File: config.mk
export PLATFORM = sky130hd
export DESIGN_NAME = tsp_time_sync
export DESIGN_NICKNAME = d
export VERILOG_FILES = /design/src/logic/tsp_pkg.sv /design/src/logic/tsp_pin_sync.sv /design/src/logic/tsp_time_sync.sv
export SDC_FILE = /design/constraint.sdc
export NUM_CORES = 1
export LEC_CHECK = 0
export BUFFER_PORTS_ARGS = -buffer_cell sky130_fd_sc_hd__buf_4
export CAP_MARGIN = 10
export CORE_MARGIN = 5
export CORE_UTILIZATION = 56
export DETAILED_ROUTE_END_ITERATION = 10
export GPL_TIMING_DRIVEN = 0
export PLACE_DENSITY = 0.87
export SYNTH_ARGS = -nofsm -noshare
export SYNTH_HDL_FRONTEND = slang
export SYNTH_SLANG_ARGS = --single-unit
File: constraint.sdc
create_clock -name SYS_CLK_I -period 26.8 [get_ports SYS_CLK_I]
set_input_delay 2.68 -clock SYS_CLK_I [delete_from_list [all_inputs] [get_ports SYS_CLK_I]]
set_output_delay 2.68 -clock SYS_CLK_I [all_outputs]
set_load 0.05 [all_outputs]
File: src/logic/tsp_pkg.sv
// tsp_pkg: constants, time figures and mode types of the time sync block.
// assumes a single 10 MHz system clock; no registers reachable by software.
package tsp_pkg;

	// --------------------------------------------------------------------
	// clock and time figures
	// --------------------------------------------------------------------
	localparam int CLK_KHZ     = 10000;	// 10 MHz system clock
	localparam int SEC_MS      = 1000;	// one second
	localparam int PULSE_MS    = 100;	// time pulse high time, 10 % duty
	localparam int MARK_MAX_HZ = 5;		// fastest time mark rate allowed
	localparam int MARK_GAP_MS = SEC_MS / MARK_MAX_HZ;

	// --------------------------------------------------------------------
	// widths and fixed numbers
	// --------------------------------------------------------------------
	localparam int SUB_W = 24;			// sub-second cycle counter
	localparam int SEC_W = 32;			// whole seconds
	localparam int PORT_W = 16;
	localparam logic [PORT_W-1:0] NTP_UDP_PORT = 16'h007b;	// 123
	localparam logic [PORT_W-1:0] RAW_RX_PORT  = 16'h4e2a;	// 20010

	// --------------------------------------------------------------------
	// modes and sources
	// --------------------------------------------------------------------
	typedef enum logic [1:0] {
		PROF_E2E,
		PROF_GPTP,
		PROF_AUTO
	} tsp_profile_t;

	typedef enum logic [1:0] {
		SRC_INTERNAL,
		SRC_ITS,
		SRC_SAT
	} tsp_src_t;

endpackage

File: src/logic/tsp_pin_sync.sv
// tsp_pin_sync: two-flop synchroniser for a pin with rising edge pulse.
// assumes the pin is asynchronous to clk_i; pulse lags the pin by 2 edges.
`timescale 1ns/1ps
module tsp_pin_sync (
	input  wire logic clk_i,	// system clock
	input  wire logic rst_i,	// async reset, active high
	input  wire logic pin_i,	// raw pin level
	output logic      rise_o	// one-cycle pulse on rising edge
);
	logic meta;
	logic stable;
	logic last;

	// meta is read only by stable
	always_ff @(posedge clk_i or posedge rst_i) begin
		if (rst_i) begin
			meta   <= 1'b0;
			stable <= 1'b0;
			last   <= 1'b0;
		end else begin
			meta   <= pin_i;
			stable <= meta;
			last   <= stable;
		end
	end

	assign rise_o = stable & ~last;
endmodule

File: src/logic/tsp_time_sync.sv
// tsp_time_sync: system time base, source selection, time pulse, time mark,
// and the timing hooks of the ntp server and ptp grand master.
// assumes packet framing lives elsewhere and uses the strobes seen here.
`timescale 1ns/1ps
module tsp_time_sync #(
	parameter logic [tsp_pkg::SUB_W-1:0] CYC_PER_SEC  =
		tsp_pkg::SUB_W'(tsp_pkg::SEC_MS * tsp_pkg::CLK_KHZ),
	parameter logic [tsp_pkg::SUB_W-1:0] PULSE_CYC    =
		tsp_pkg::SUB_W'(tsp_pkg::PULSE_MS * tsp_pkg::CLK_KHZ),
	parameter logic [tsp_pkg::SUB_W-1:0] MARK_GAP_CYC =
		tsp_pkg::SUB_W'(tsp_pkg::MARK_GAP_MS * tsp_pkg::CLK_KHZ)
) (
	input  wire logic                        SYS_CLK_I,        // 10 MHz clock
	input  wire logic                        RST_I,            // async reset
	input  wire logic                        SAT_PPS_I,        // receiver pulse pin
	input  wire logic                        SAT_VALID_I,      // receiver time valid
	input  wire logic [tsp_pkg::SEC_W-1:0]   SAT_SEC_I,        // second at edge
	input  wire logic                        NET_UP_I,         // internet reachable
	input  wire logic                        ITS_SET_I,        // its fix strobe
	input  wire logic [tsp_pkg::SEC_W-1:0]   ITS_SEC_I,        // its second
	input  wire logic                        TMARK_I,          // time mark pin
	input  wire logic                        NTP_EN_I,         // ntp server on
	input  wire logic                        NTP_REQ_I,        // ntp request strobe
	input  wire logic                        PTP_EN_I,         // ptp on
	input  wire logic [1:0]                  PTP_PROFILE_I,    // ptp profile
	input  wire logic                        PTP_DELAY_REQ_I,  // delay req strobe
	output logic [1:0]                       TIME_SRC_O,       // active source
	output logic                             HOLDOVER_O,       // sat lost, free run
	output logic [tsp_pkg::SEC_W-1:0]        TIME_SEC_O,       // system seconds
	output logic [tsp_pkg::SUB_W-1:0]        TIME_SUB_O,       // sub-second cycles
	output logic                             ITS_REQ_O,        // ask for its fix
	output logic                             PPS_O,            // time pulse pin
	output logic                             PPS_TS_VALID_O,   // pulse timestamp
	output logic [tsp_pkg::SEC_W-1:0]        PPS_TS_SEC_O,     // second of pulse
	output logic                             MARK_TS_VALID_O,  // mark timestamp
	output logic [tsp_pkg::SEC_W-1:0]        MARK_TS_SEC_O,    // mark second
	output logic [tsp_pkg::SUB_W-1:0]        MARK_TS_SUB_O,    // mark sub-second
	output logic                             MARK_DROP_O,      // mark too soon
	output logic [tsp_pkg::PORT_W-1:0]       RAW_PORT_O,       // timestamp port
	output logic [tsp_pkg::PORT_W-1:0]       NTP_PORT_O,       // ntp udp port
	output logic                             NTP_ANS_VALID_O,  // ntp answer
	output logic [tsp_pkg::SEC_W-1:0]        NTP_ANS_SEC_O,    // answer second
	output logic [tsp_pkg::SUB_W-1:0]        NTP_ANS_SUB_O,    // answer sub
	output logic                             PTP_SYNC_O,       // send sync
	output logic [tsp_pkg::SEC_W-1:0]        PTP_SYNC_SEC_O,   // sync origin sec
	output logic                             PTP_DELAY_RESP_O, // send delay resp
	output logic [tsp_pkg::SEC_W-1:0]        PTP_DELAY_SEC_O,  // receive second
	output logic [tsp_pkg::SUB_W-1:0]        PTP_DELAY_SUB_O,  // receive sub
	output logic                             PTP_BMCA_EN_O,    // best master on
	output logic                             GRAND_MASTER_ROLE_O // acting master
);

	// --------------------------------------------------------------------
	// pins
	// --------------------------------------------------------------------
	logic sat_rise;
	logic mark_rise;
	tsp_pin_sync u_sat_sync (.clk_i(SYS_CLK_I), .rst_i(RST_I), .pin_i(SAT_PPS_I),
		.rise_o(sat_rise));
	tsp_pin_sync u_mark_sync (.clk_i(SYS_CLK_I), .rst_i(RST_I), .pin_i(TMARK_I),
		.rise_o(mark_rise));

	// --------------------------------------------------------------------
	// time base and source
	// --------------------------------------------------------------------
	logic [tsp_pkg::SUB_W-1:0] sub;
	logic [tsp_pkg::SUB_W-1:0] next_sub;
	logic [tsp_pkg::SEC_W-1:0] sec;
	logic [tsp_pkg::SEC_W-1:0] next_sec;
	tsp_pkg::tsp_src_t         src;
	tsp_pkg::tsp_src_t         next_src;
	logic                      sat_align;
	logic                      its_load;
	logic                      ptp_active;

	assign sat_align  = sat_rise & SAT_VALID_I;
	assign its_load   = ITS_SET_I & (src != tsp_pkg::SRC_SAT);
	assign ptp_active = PTP_EN_I & (PTP_PROFILE_I != 2'h3);

	always_comb begin
		next_sub = sub + 24'h1;
		next_sec = sec;
		next_src = src;
		if (sub >= CYC_PER_SEC - 24'h1) begin
			next_sub = '0;
			next_sec = sec + 32'h1;
		end
		// its is ignored once satellite owns the time
		if (its_load) begin
			next_sec = ITS_SEC_I;
			next_sub = '0;
			next_src = tsp_pkg::SRC_ITS;
		end
		// edge without valid time is noise from a degraded fix
		if (sat_align) begin
			next_sec = SAT_SEC_I;
			next_sub = '0;
			next_src = tsp_pkg::SRC_SAT;
		end
	end
	always_ff @(posedge SYS_CLK_I or posedge RST_I) begin
		if (RST_I) begin
			sub <= '0;
			sec <= '0;
			src <= tsp_pkg::SRC_INTERNAL;
		end else begin
			sub <= next_sub;
			sec <= next_sec;
			src <= next_src;
		end
	end

	assign TIME_SEC_O = sec;
	assign TIME_SUB_O = sub;
	assign TIME_SRC_O = src;

	// --------------------------------------------------------------------
	// time pulse and per-second messages
	// --------------------------------------------------------------------
	logic                      pps;
	logic                      next_pps;
	logic                      pps_edge;
	logic                      pps_ts_valid;
	logic [tsp_pkg::SEC_W-1:0] pps_ts_sec;
	logic                      ptp_sync;
	logic [tsp_pkg::SEC_W-1:0] ptp_sync_sec;
	logic                      its_req;
	logic                      next_its_req;
	logic                      holdover;
	logic                      next_holdover;

	always_comb begin
		// starts only at a second boundary, so no stub after reset; realign stretches
		next_pps      = (next_sub < PULSE_CYC) & (pps | (next_sub == '0));
		pps_edge      = next_pps & ~pps;
		next_its_req  = NET_UP_I & (src == tsp_pkg::SRC_INTERNAL);
		next_holdover = (src == tsp_pkg::SRC_SAT) & ~SAT_VALID_I;
	end
	always_ff @(posedge SYS_CLK_I or posedge RST_I) begin
		if (RST_I) begin
			pps          <= 1'b0;
			pps_ts_valid <= 1'b0;
			pps_ts_sec   <= '0;
			ptp_sync     <= 1'b0;
			ptp_sync_sec <= '0;
			its_req      <= 1'b0;
			holdover     <= 1'b0;
		end else begin
			pps          <= next_pps;
			pps_ts_valid <= pps_edge;
			// sync keeps flowing in holdover: slaves stay mutually precise
			ptp_sync     <= pps_edge & ptp_active;
			its_req      <= next_its_req;
			holdover     <= next_holdover;
			if (pps_edge) begin
				pps_ts_sec   <= next_sec;
				ptp_sync_sec <= next_sec;
			end
		end
	end

	assign PPS_O          = pps;
	assign PPS_TS_VALID_O = pps_ts_valid;
	assign PPS_TS_SEC_O   = pps_ts_sec;
	assign PTP_SYNC_O     = ptp_sync;
	assign PTP_SYNC_SEC_O = ptp_sync_sec;
	assign ITS_REQ_O      = its_req;
	assign HOLDOVER_O     = holdover;
	assign RAW_PORT_O     = tsp_pkg::RAW_RX_PORT;

	// --------------------------------------------------------------------
	// time mark capture
	// --------------------------------------------------------------------
	logic [tsp_pkg::SUB_W-1:0] mark_gap;
	logic [tsp_pkg::SUB_W-1:0] next_mark_gap;
	logic                      mark_take;
	logic                      mark_valid;
	logic [tsp_pkg::SEC_W-1:0] mark_sec;
	logic [tsp_pkg::SUB_W-1:0] mark_sub;
	logic                      mark_drop;

	always_comb begin
		// guard against an outside party breaking the 5 Hz limit
		mark_take     = mark_rise & (mark_gap == '0);
		next_mark_gap = (mark_gap == '0) ? mark_gap : mark_gap - 24'h1;
		if (mark_take) begin
			next_mark_gap = MARK_GAP_CYC - 24'h1;
		end
	end
	always_ff @(posedge SYS_CLK_I or posedge RST_I) begin
		if (RST_I) begin
			mark_gap   <= '0;
			mark_valid <= 1'b0;
			mark_sec   <= '0;
			mark_sub   <= '0;
			mark_drop  <= 1'b0;
		end else begin
			mark_gap   <= next_mark_gap;
			mark_valid <= mark_take;
			mark_drop  <= mark_rise & ~mark_take;
			if (mark_take) begin
				mark_sec <= sec;
				mark_sub <= sub;
			end
		end
	end

	assign MARK_TS_VALID_O = mark_valid;
	assign MARK_TS_SEC_O   = mark_sec;
	assign MARK_TS_SUB_O   = mark_sub;
	assign MARK_DROP_O     = mark_drop;

	// --------------------------------------------------------------------
	// ntp and ptp answers
	// --------------------------------------------------------------------
	logic                      ntp_valid;
	logic                      next_ntp_valid;
	logic [tsp_pkg::SEC_W-1:0] ntp_sec;
	logic [tsp_pkg::SUB_W-1:0] ntp_sub;
	logic                      dly_valid;
	logic                      next_dly_valid;
	logic [tsp_pkg::SEC_W-1:0] dly_sec;
	logic [tsp_pkg::SUB_W-1:0] dly_sub;

	always_comb begin
		// ntp stays silent until a precise source has set the time
		next_ntp_valid = NTP_REQ_I & NTP_EN_I & (src != tsp_pkg::SRC_INTERNAL);
		next_dly_valid = PTP_DELAY_REQ_I & ptp_active
			& (PTP_PROFILE_I == tsp_pkg::PROF_E2E);
	end
	always_ff @(posedge SYS_CLK_I or posedge RST_I) begin
		if (RST_I) begin
			ntp_valid <= 1'b0;
			ntp_sec   <= '0;
			ntp_sub   <= '0;
			dly_valid <= 1'b0;
			dly_sec   <= '0;
			dly_sub   <= '0;
		end else begin
			ntp_valid <= next_ntp_valid;
			dly_valid <= next_dly_valid;
			if (next_ntp_valid) begin
				ntp_sec <= sec;
				ntp_sub <= sub;
			end
			if (next_dly_valid) begin
				dly_sec <= sec;
				dly_sub <= sub;
			end
		end
	end

	assign NTP_ANS_VALID_O  = ntp_valid;
	assign NTP_ANS_SEC_O    = ntp_sec;
	assign NTP_ANS_SUB_O    = ntp_sub;
	assign NTP_PORT_O       = tsp_pkg::NTP_UDP_PORT;
	assign PTP_DELAY_RESP_O = dly_valid;
	assign PTP_DELAY_SEC_O  = dly_sec;
	assign PTP_DELAY_SUB_O  = dly_sub;
	// master only: no path exists by which incoming time could steer sec
	assign GRAND_MASTER_ROLE_O = ptp_active;
	assign PTP_BMCA_EN_O = ptp_active & (PTP_PROFILE_I == tsp_pkg::PROF_GPTP);
endmodule

Word-level counts from Yosys, hierarchy flattened. Index checks and enable logic that the tools add are counted.

Add/subtract/negate cells: 3. Multiply operators: 0. Div/mod/pow operators: 0. Order comparisons: 2. Eq/ne operators: 5. Shifts and indexed selects: 0. Mux-type cells: 10. Bitwise operators: 23. Reductions and logical operators: 6.

Operator list (number): $mux W24 (5); $mux W32 (3); $logic_not A24 Y1 (2); $add A32 B1 Y32 const B (1); $add A24 B1 Y24 const B (1); $ge A24 B24 Y1 const B (1); $lt A24 B20 Y1 const B (1); $sub A24 B1 Y24 const B (1); $and A1 B1 Y1 (17); $ne A2 B2 Y1 const B (3); $not A1 Y1 (5); $logic_not A2 Y1 (2); $mux W2 (2); $reduce_bool A2 Y1 (2); $eq A2 B1 Y1 const B (1); $eq A2 B2 Y1 const B (1); $or A1 B1 Y1 (1).

Bits in registers: 297. Bits in latches: 0. Memory bits (writable): 0. ROM bits: 0. Output and inout bits: 333. Memories: 0.

Longest topological paths before layout. Gate-level depths: netlist of run 1.

Depth in word-level cells: 9. Gate-level depth with buffers: 11. Mapped depth without buffers: 8.

Cells and area by module. From an unflattened synthesis of run 1, not the netlist that was laid out.

Cell total of the unflattened synthesis: 1222. Area total of the unflattened synthesis: 13655.6 um^2.

By module, submodules not included: tsp_time_sync (times used 1, cells an instance 1212, area an instance 13470.4 um^2, seq. area each 7282.0 um^2); tsp_pin_sync (times used 2, cells an instance 5, area an instance 92.6 um^2, seq. area each 75.1 um^2).

Worst setup path before layout of run 1. No wires, ideal clock.

Kind: input to output. Start: input PTP_EN_I. End: output GRAND_MASTER_ROLE_O. Arrival time: 3.852 ns. Path slack: 20.268 ns. Stages on the path: 1. Buffers on the path: 0. Cell sequence: a21boi_0.

Cells in the longest elaborated chain, start to end: 1.

RTL lines: start, declared (RTL line tsp_time_sync.sv:24) `input wire logic PTP_EN_I,`; $and A1 B1 Y1 (RTL line tsp_time_sync.sv:78) `assign ptp_active = PTP_EN_I & (PTP_PROFILE_I != 2'h3);`; end, declared (RTL line tsp_time_sync.sv:50) `output logic GRAND_MASTER_ROLE_O`.

No other way between the ends.

Worst setup path in the final report of run 1.
Start: input PTP_PROFILE_I[1]. End: output GRAND_MASTER_ROLE_O.

Cells in the longest elaborated chain, start to end: 2.

RTL lines: start, declared (RTL line tsp_time_sync.sv:25) `input wire logic [1:0] PTP_PROFILE_I,`; $ne A2 B2 Y1 (RTL line tsp_time_sync.sv:78); $and A1 B1 Y1 (RTL line tsp_time_sync.sv:78).

No other way between the ends.

==> summary.md, run 1 <==
| Metric | Value |
|---|---|
| Gate Count Post-Synth | 1194 |
| Result of the run | completed |
| Wire length of the first global-routing pass | 66010 um |
| Data required time of the critical path | 24120 ps |
| Floorplan core area | 23610 um^2 |
| Final clock skew | 19.40 ps |
| Element type at the critical path end | primary output |
| Initial Utilization | 57.33% |
| Yosys synthesis warning count | 0 |
| Total power after layout | 1.303 mW |
| Number of flops mapped to enable cells by yosys | 0 |
| Fraction of registers with async set or reset after synthesis | 100.0% |
| Clock latency on the worst-skew pair | 560 ps |
| Setup TNS | 0 ps |
| Highest clock rate | 168.3 MHz |
| Post-place instance area | 16950 um^2 |
| Arrival time at the worst endpoint | 3260 ps |
| Inserted Clock Buffers | 31 |
| Vias post-DR | 11290 |
| Post-detailed-placement half-perimeter wirelength | 31330 um |
| Detail-routed net length per standard cell | 21.81 um |
| Max IR drop VDD | 0.06198 mV |
| Hold WC Path Type | flop to flop |
| Number of distinct library cells after synthesis | 68 |
| Final non-filler cell area | 17980 um^2 |
| Number of antenna violations at the first check in global routing | 0 |
| Share of the synthesized area in the top cell type | 54.90% |
| Largest area contributor in the netlist | dfrtp_1 |
| Min Hold Slack | 347.2 ps |
| Crit path time final | 5941 ps |
| Static leakage power | 8.951 nW |
| Clock transition at the register clock pins on the worst setup and hold paths after CTS | 60 ps |
| Most used flip-flop cell after synthesis | dfrtp_1 |
| Average vias per placed instance | 5.700 |
| CTS tree | built |
| Final net count | 1717 |
| CTS sink count | 297 |
| Layout Utilization | 76.17% |
| Max-slew headroom at the worst pin | 29.96% |
| Post-CTS setup-driven buffer insertion count | 0 |
| Longest Clk Path Bufs | 3 |
| Count of input and output buffers | 377 |
| # placed instances | 1923 |
| Total of endpoints with negative setup slack in the final report | 0 |
| Number of hold-repair buffers added at the cts stage | 0 |
| Router iterations before antenna repair | 5 |
| Number of max-slew violations in the final report | 0 |
| # diodes | 0 |
| Detailed-route DRC error count | 0 |
| Total Routed Length | 43180 um |
| Critical Setup Path Class | input port to primary output |
| Post-synthesis instance area | 13540 um^2 |
| Power density over cell area | 72.43 nW/um^2 |
| Number of fill cells in the layout | 1527 |
| CTS Root Buffer Type | clkbuf_16 |
| Mean post-synth cell area | 11.34 um^2 |
| Top area cells in the synthesized netlist | dfrtp_1 (55%), mux2_2 (9.5%), nand2_1 (5.8%), buf_4 (3.7%), mux2_4 (3.0%) |
| Detailed Route Iter0 Violations | 1050 |
| Unrepaired setup endpoints after global routing | no |
| Number of register bits inferred by synthesis | 297 |
| GRT Util Overall | 31.02% |
| Overflow left after global routing | 0 |
| Measured slew at the worst slew-check pin | 1036 ps |
| Cell Count, Final, Fillers Out | 1980 |
| Pre-CTS setup slack | 20860 ps |
| Sequential fraction of the synthesis area | 54.90% |
| Final antenna-violating net count | 0 |
| Htree depth | 1 |
| Biggest fanout along the worst timing path | 3 |
| Max-cap violations | 0 |
| Horizontal die dimension | 165.5 um |
| Area added between synthesis and finish | 32.86% |
| Number of gates given a new drive strength after cts | 0 |
| Final critical-path share of the clock period | 22.17% |
| # IOs | 410 |
| Pin count of the biggest net entering global routing | 111 |
| Vertical die dimension | 165.5 um |
| Floorplan die area | 27380 um^2 |
| Least setup slack across all paths after layout | 20860 ps |
| Number of global-route vias before repair | 11490 |
| Rows | 56 |
| Critical path startpoint category | input port |
| Gp weighted congestion | 0.9006 |
| Ratio of cells with drive above 1 in the final layout | 41.42% |
| Hold violation count in the final report | 0 |
-- synth_stat cells (all sizes together), types with 3 or more instances --
cell type  number
a31o            3
a22oi          22
nand2         209
xor2           15
inv            13
a21oi          13
a221o           7
buf            96
or4             4
a21o            3
a31oi          10
nand2b          3
or3            13
or4b            4
nor3           22
clkbuf         41
nor4b           5
mux2          143
and2            5
or2             4
mux2i          13
nor2b           3
and3           13
nor2           48
nand4          12
nor3b           3
nor4           31
and4            8
o21ai          36
ha              3
xnor2          39
nand3          27
dfrtp         297
-- cells by family (layout without fill, tap and decap cells) --
logic type,count (synthesis),count (layout),share of synthesized area [%]
other cells,2,32,0.05548
compound gates,110,110,5.426
flops,297,297,54.90
buf+inv,151,588,6.618
mux,156,156,13.61
simple gates,421,421,15.62
fa+ha+maj,3,3,0.2773
xor+xnor,54,54,3.494
-- flip-flops by register name (all words and copies together) (netlist names), 2 cells and up --
register and cells:
MARK_TS_SEC_O 32, NTP_ANS_SEC_O 32, PTP_DELAY_SEC_O 32, PTP_SYNC_SEC_O 32
TIME_SEC_O 32, MARK_TS_SUB_O 24, NTP_ANS_SUB_O 24, PTP_DELAY_SUB_O 24
TIME_SUB_O 24, mark_gap 24, TIME_SRC_O 2
-- cell type report --
type / count / area (um^2) / share of cell area, %
Timing Repair Buffer: 380 / 2897 / 16.11
Sequential cell: 297 / 7432 / 41.32
Inverter: 14 / 60.06 / 0.3339
Buffer: 137 / 843.3 / 4.689
Tap cell: 319 / 399.1 / 2.219
Multi-Input combinational cell: 776 / 5321 / 29.59
Clock buffer: 43 / 900.9 / 5.009
Clock inverter: 14 / 131.4 / 0.7305
-- placed cells by master, fill, tap and decap left out, drive strengths merged, types with 27 or more instances in the layout --
cell,netlist,layout
nor2,48,48
buf,96,476
nand2,209,209
o21ai,36,36
mux2,143,143
nor4,31,31
nand3,27,27
clkbuf,41,84
conb,2,32
dfrtp,297,297
xnor2,39,39
-- path summary, 6_finish.rpt --
| check | start | to | slack, ps | depth (start not counted) |
|---|---|---|---|---|
| worst max-delay path | PTP_PROFILE_I[1] | GRAND_MASTER_ROLE_O | 20860 | 3 |
| worst min-delay path | u_sat_sync.meta | u_sat_sync.stable | 350 | 0 |
| worst max register to register | TIME_SUB_O[1] | PTP_SYNC_SEC_O[4] | 23310 | 10 |
| worst min register to register | u_sat_sync.meta | u_sat_sync.stable | 350 | 0 |
| max in group asynchronous | RST_I | MARK_TS_SUB_O[13] | 23620 | 3 |
| min in group asynchronous | RST_I | NTP_ANS_SEC_O[2] | 2220 | 2 |
-- metal layers --
metal | vias up | GRT usage, % | part of all wire, %
met4 | 0 | 10.01 | 3.7
met2 | 698 | 53.03 | 50
li1 | 4935 | - | -
met5 | - | 0 | 0
met1 | 5535 | 39.02 | 36
met3 | 118 | 7.694 | 10
-- critical path, cell delays in order --
cell	delay, ps
buf_4	120
a21boi_0	220
buf_4	240
-- where the power goes --
| group | internal, mW | switching, mW | leakage (nW) | total (mW) |
|---|---|---|---|---|
| sequential | 0.497 | 0.0483 | 3.79 | 0.545 |
| clock | 0.253 | 0.177 | 0.520 | 0.430 |
| combinational | 0.101 | 0.227 | 4.64 | 0.328 |
| total | 0.851 | 0.451 | 8.95 | 1.30 |
No activity file was read; power rests on OpenSTA's default activity.
==> inputs of run 2 (changes only) <==
Settings changed: ABC_AREA from default to 1, CORE_UTILIZATION 56 to 47, PLACE_DENSITY 0.87 to 0.78.
Clock period 26.8 ns to 5.35 ns, I/O delays scaled along.
==> summary.md, run 2 <==
| Metric | Value |
|---|---|
| Measured slew at the worst slew-check pin | 785.1 ps |
| Post-synthesis instance area | 13850 um^2 |
| CTS Root Buffer Type | clkbuf_16 |
| Ratio of cells with drive above 1 in the final layout | 25.97% |
| Arrival time at the worst endpoint | 3490 ps |
| Max-slew headroom at the worst pin | 47.66% |
| Clock share of power | 34.0% |
| Max-cap violations | 0 |
| Slowest cell on the critical path | dfrtp_1 |
| Total Routed Length | 51110 um |
| Slowest Stage Delay on Critical Path | 540 ps |
| Floorplan core area | 28940 um^2 |
| Initial Utilization | 47.86% |
| Number of register bits inferred by synthesis | 297 |
| Hold violation count in the final report | 0 |
| Min-delay src | SAT_PPS_I |
| Sequential fraction of the synthesis area | 53.67% |
| # IOs | 410 |
| Layout Utilization | 64.17% |
| Min Hold Slack | 129.6 ps |
| Count of input and output buffers | 377 |
| Area added between synthesis and finish | 34.08% |
| Static leakage power | 9.679 nW |
| Detail-routed net length per standard cell | 20.26 um |
| Final net count | 2195 |
| Detailed Route Iter0 Violations | 1121 |
| Htree depth | 2 |
| Result of the run | completed |
| Router iterations before antenna repair | 5 |
| Crit path launch | TIME_SUB_O[1] |
| Final critical-path share of the clock period | 57.05% |
| Biggest fanout along the worst timing path | 10 |
| Critical Setup Path Class | flop to flop |
| Most Frequent Cell on Critical Path | nand2_1 |
| Leading cell types by count after synthesis | nand2_1 (419), dfrtp_1 (297), nor2_1 (193) |
| Switching part of the total power | 35.96% |
| Pin count of the biggest net entering global routing | 44 |
| Gate Count Post-Synth | 1663 |
| Startpoint of the lowest-slack register-to-register path | TIME_SUB_O[1] |
| Mean post-synth cell area | 8.327 um^2 |
| Reported net switching power | 2.459 mW |
| Number of distinct library cells after synthesis | 40 |
| Power density over cell area | 368.3 nW/um^2 |
| Total of endpoints with negative setup slack in the final report | 0 |
| GRT Util Overall | 30.08% |
| Vertical die dimension | 181.7 um |
| Clock latency on the worst-skew pair | 520 ps |
| Most used standard cell by instance count after synthesis | nand2_1 |
| Crit path time final | 3052 ps |
| Post-detailed-placement half-perimeter wirelength | 39650 um |
| Overflow left after global routing | 0 |
| Floorplan die area | 33000 um^2 |
| Number of global-route vias before repair | 13670 |
| Final antenna-violating net count | 0 |
| Commonest non-fill, non-tap cell in the layout | buf_4 |
| Number of flops mapped to enable cells by yosys | 0 |
| Data required time of the critical path | 5790 ps |
| Share of the synthesized area in the top cell type | 53.67% |
| Highest clock rate | 327.6 MHz |
| Part of the total power dissipated in sequential elements | 40.1% |
| Max IR drop VDD | 0.1729 mV |
| Most used flip-flop cell after synthesis | dfrtp_1 |
| Yosys synthesis warning count | 0 |
| Critical Path, Cell by Cell | ha_1, nand2_2, nor2_4, nand2_2, nand2_1, nand2_1, nand2_1, nand2_2, buf_6, o21ai_1, nand3_1, nor2_2, nand3_1, nand2_1, buf_2, nand4_1, nand2_1 |
| Top library cells by usage in the layout, fill and taps aside | buf_4 (444), nand2_1 (419), dfrtp_1 (297), nor2_1 (193), o21ai_0 (181) |
| Rows | 62 |
| Hold WC Path Type | input port to flop |
| CTS tree | built |
| Critical path startpoint category | flop |
| Total power after layout | 6.839 mW |
| Gp weighted congestion | 0.9184 |
| Final clock skew | 19.74 ps |
| Detailed-route DRC error count | 0 |
| Power Internal | 4.379 mW |
| Fraction of registers with async set or reset after synthesis | 100.0% |
| Longest Clk Path Bufs | 3 |
| Horizontal die dimension | 181.7 um |
| CTS sink count | 297 |
| Element type at the critical path end | flop |
| Combinational Power Share | 26.0% |
| Inserted Clock Buffers | 34 |
| Number of antenna violations at the first check in global routing | 1 |
| Largest area contributor in the netlist | dfrtp_1 |
| Number of gates given a new drive strength after cts | 0 |
| Vias post-DR | 13590 |
| Wire length of the first global-routing pass | 78890 um |
| Number of max-slew violations in the final report | 0 |
| Top area cells in the synthesized netlist | dfrtp_1 (54%), nand2_1 (11%), o21ai_0 (6.5%), nor2_1 (5.2%), buf_4 (3.6%) |
| Clock transition at the register clock pins on the worst setup and hold paths after CTS | 60 ps |
| Average vias per placed instance | 5.390 |
| Unrepaired setup endpoints after global routing | no |
| Setup TNS | 0 ps |
run 2: power groups by stage:
stage / combinational, mW / sequential, mW / clock (mW)
after floorplan: 0.535 / 3.35 / 0
after global placement: 1.73 / 2.76 / 0
after detailed placement: 1.77 / 2.76 / 0
after CTS: 1.78 / 2.73 / 2.34
after global routing: 1.89 / 2.77 / 2.44
final: 1.78 / 2.74 / 2.32
run 2: per-layer routing:
layer	global-route usage, %	part of all wire [%]
met1	40.91	41
met2	49.57	48
met3	5.322	8.0
met4	9.246	3.3
met5	0	0
run 2: area by class of cell:
type,instances,area (um^2)
antenna,1,2.502
buffer,135,844.6
clock buffer,50,1032
clock inverter,8,87.58
fill,2418,10370
inverter,137,518.0
multi-input combinational,1124,5170
sequential,297,7432
tap,384,480.5
timing repair buffer,386,3000
run 2: what timing repair did:
action / CTS / global route
buffers inserted: 0 / 0
hold buffers: 1 / 0
hold endpoints to repair: 9 / 0
run 2: final timing paths:
path,end,slack [ps],depth (start not counted)
max in group asynchronous,TIME_SEC_O[7],3750,6
hold / removal,u_sat_sync.meta,130,1
setup reg to reg,PTP_SYNC_SEC_O[10],2300,17
setup / recovery,PTP_SYNC_SEC_O[10],2300,17
min in group asynchronous,MARK_TS_SUB_O[5],540,3
hold reg to reg,u_mark_sync.stable,350,0
run 2: per-stage QoR:
step                      instance area (um^2)  setup slack, ps  cells
after floorplan                          13960            869.9   1693
after global placement                   17280           -776.5   2454
after detailed placement                 17440             2392   2462
after CTS                                18570             2343   2521
after global routing                     18570             2103   2521
final                                    18570             2298   2522
run 2: cell families (layout without fill, tap and decap cells):
| logic type | after synthesis | in the layout | share of synthesized area (%) |
|---|---|---|---|
| compound gates | 281 | 281 | 10.53 |
| xor+xnor | 36 | 36 | 2.277 |
| fa+ha+maj | 3 | 3 | 0.2711 |
| buf+inv | 272 | 716 | 9.812 |
| flops | 297 | 297 | 53.67 |
| other cells | 2 | 33 | 0.05423 |
| simple gates | 772 | 772 | 23.38 |
run 2: critical path, delay by kind of cell (launching register included):
kind,cells,cell delay (ps)
compound gates,1,180
buf+inv,2,490
fa+ha+maj,1,260
simple gates,13,1490
flops,1,540
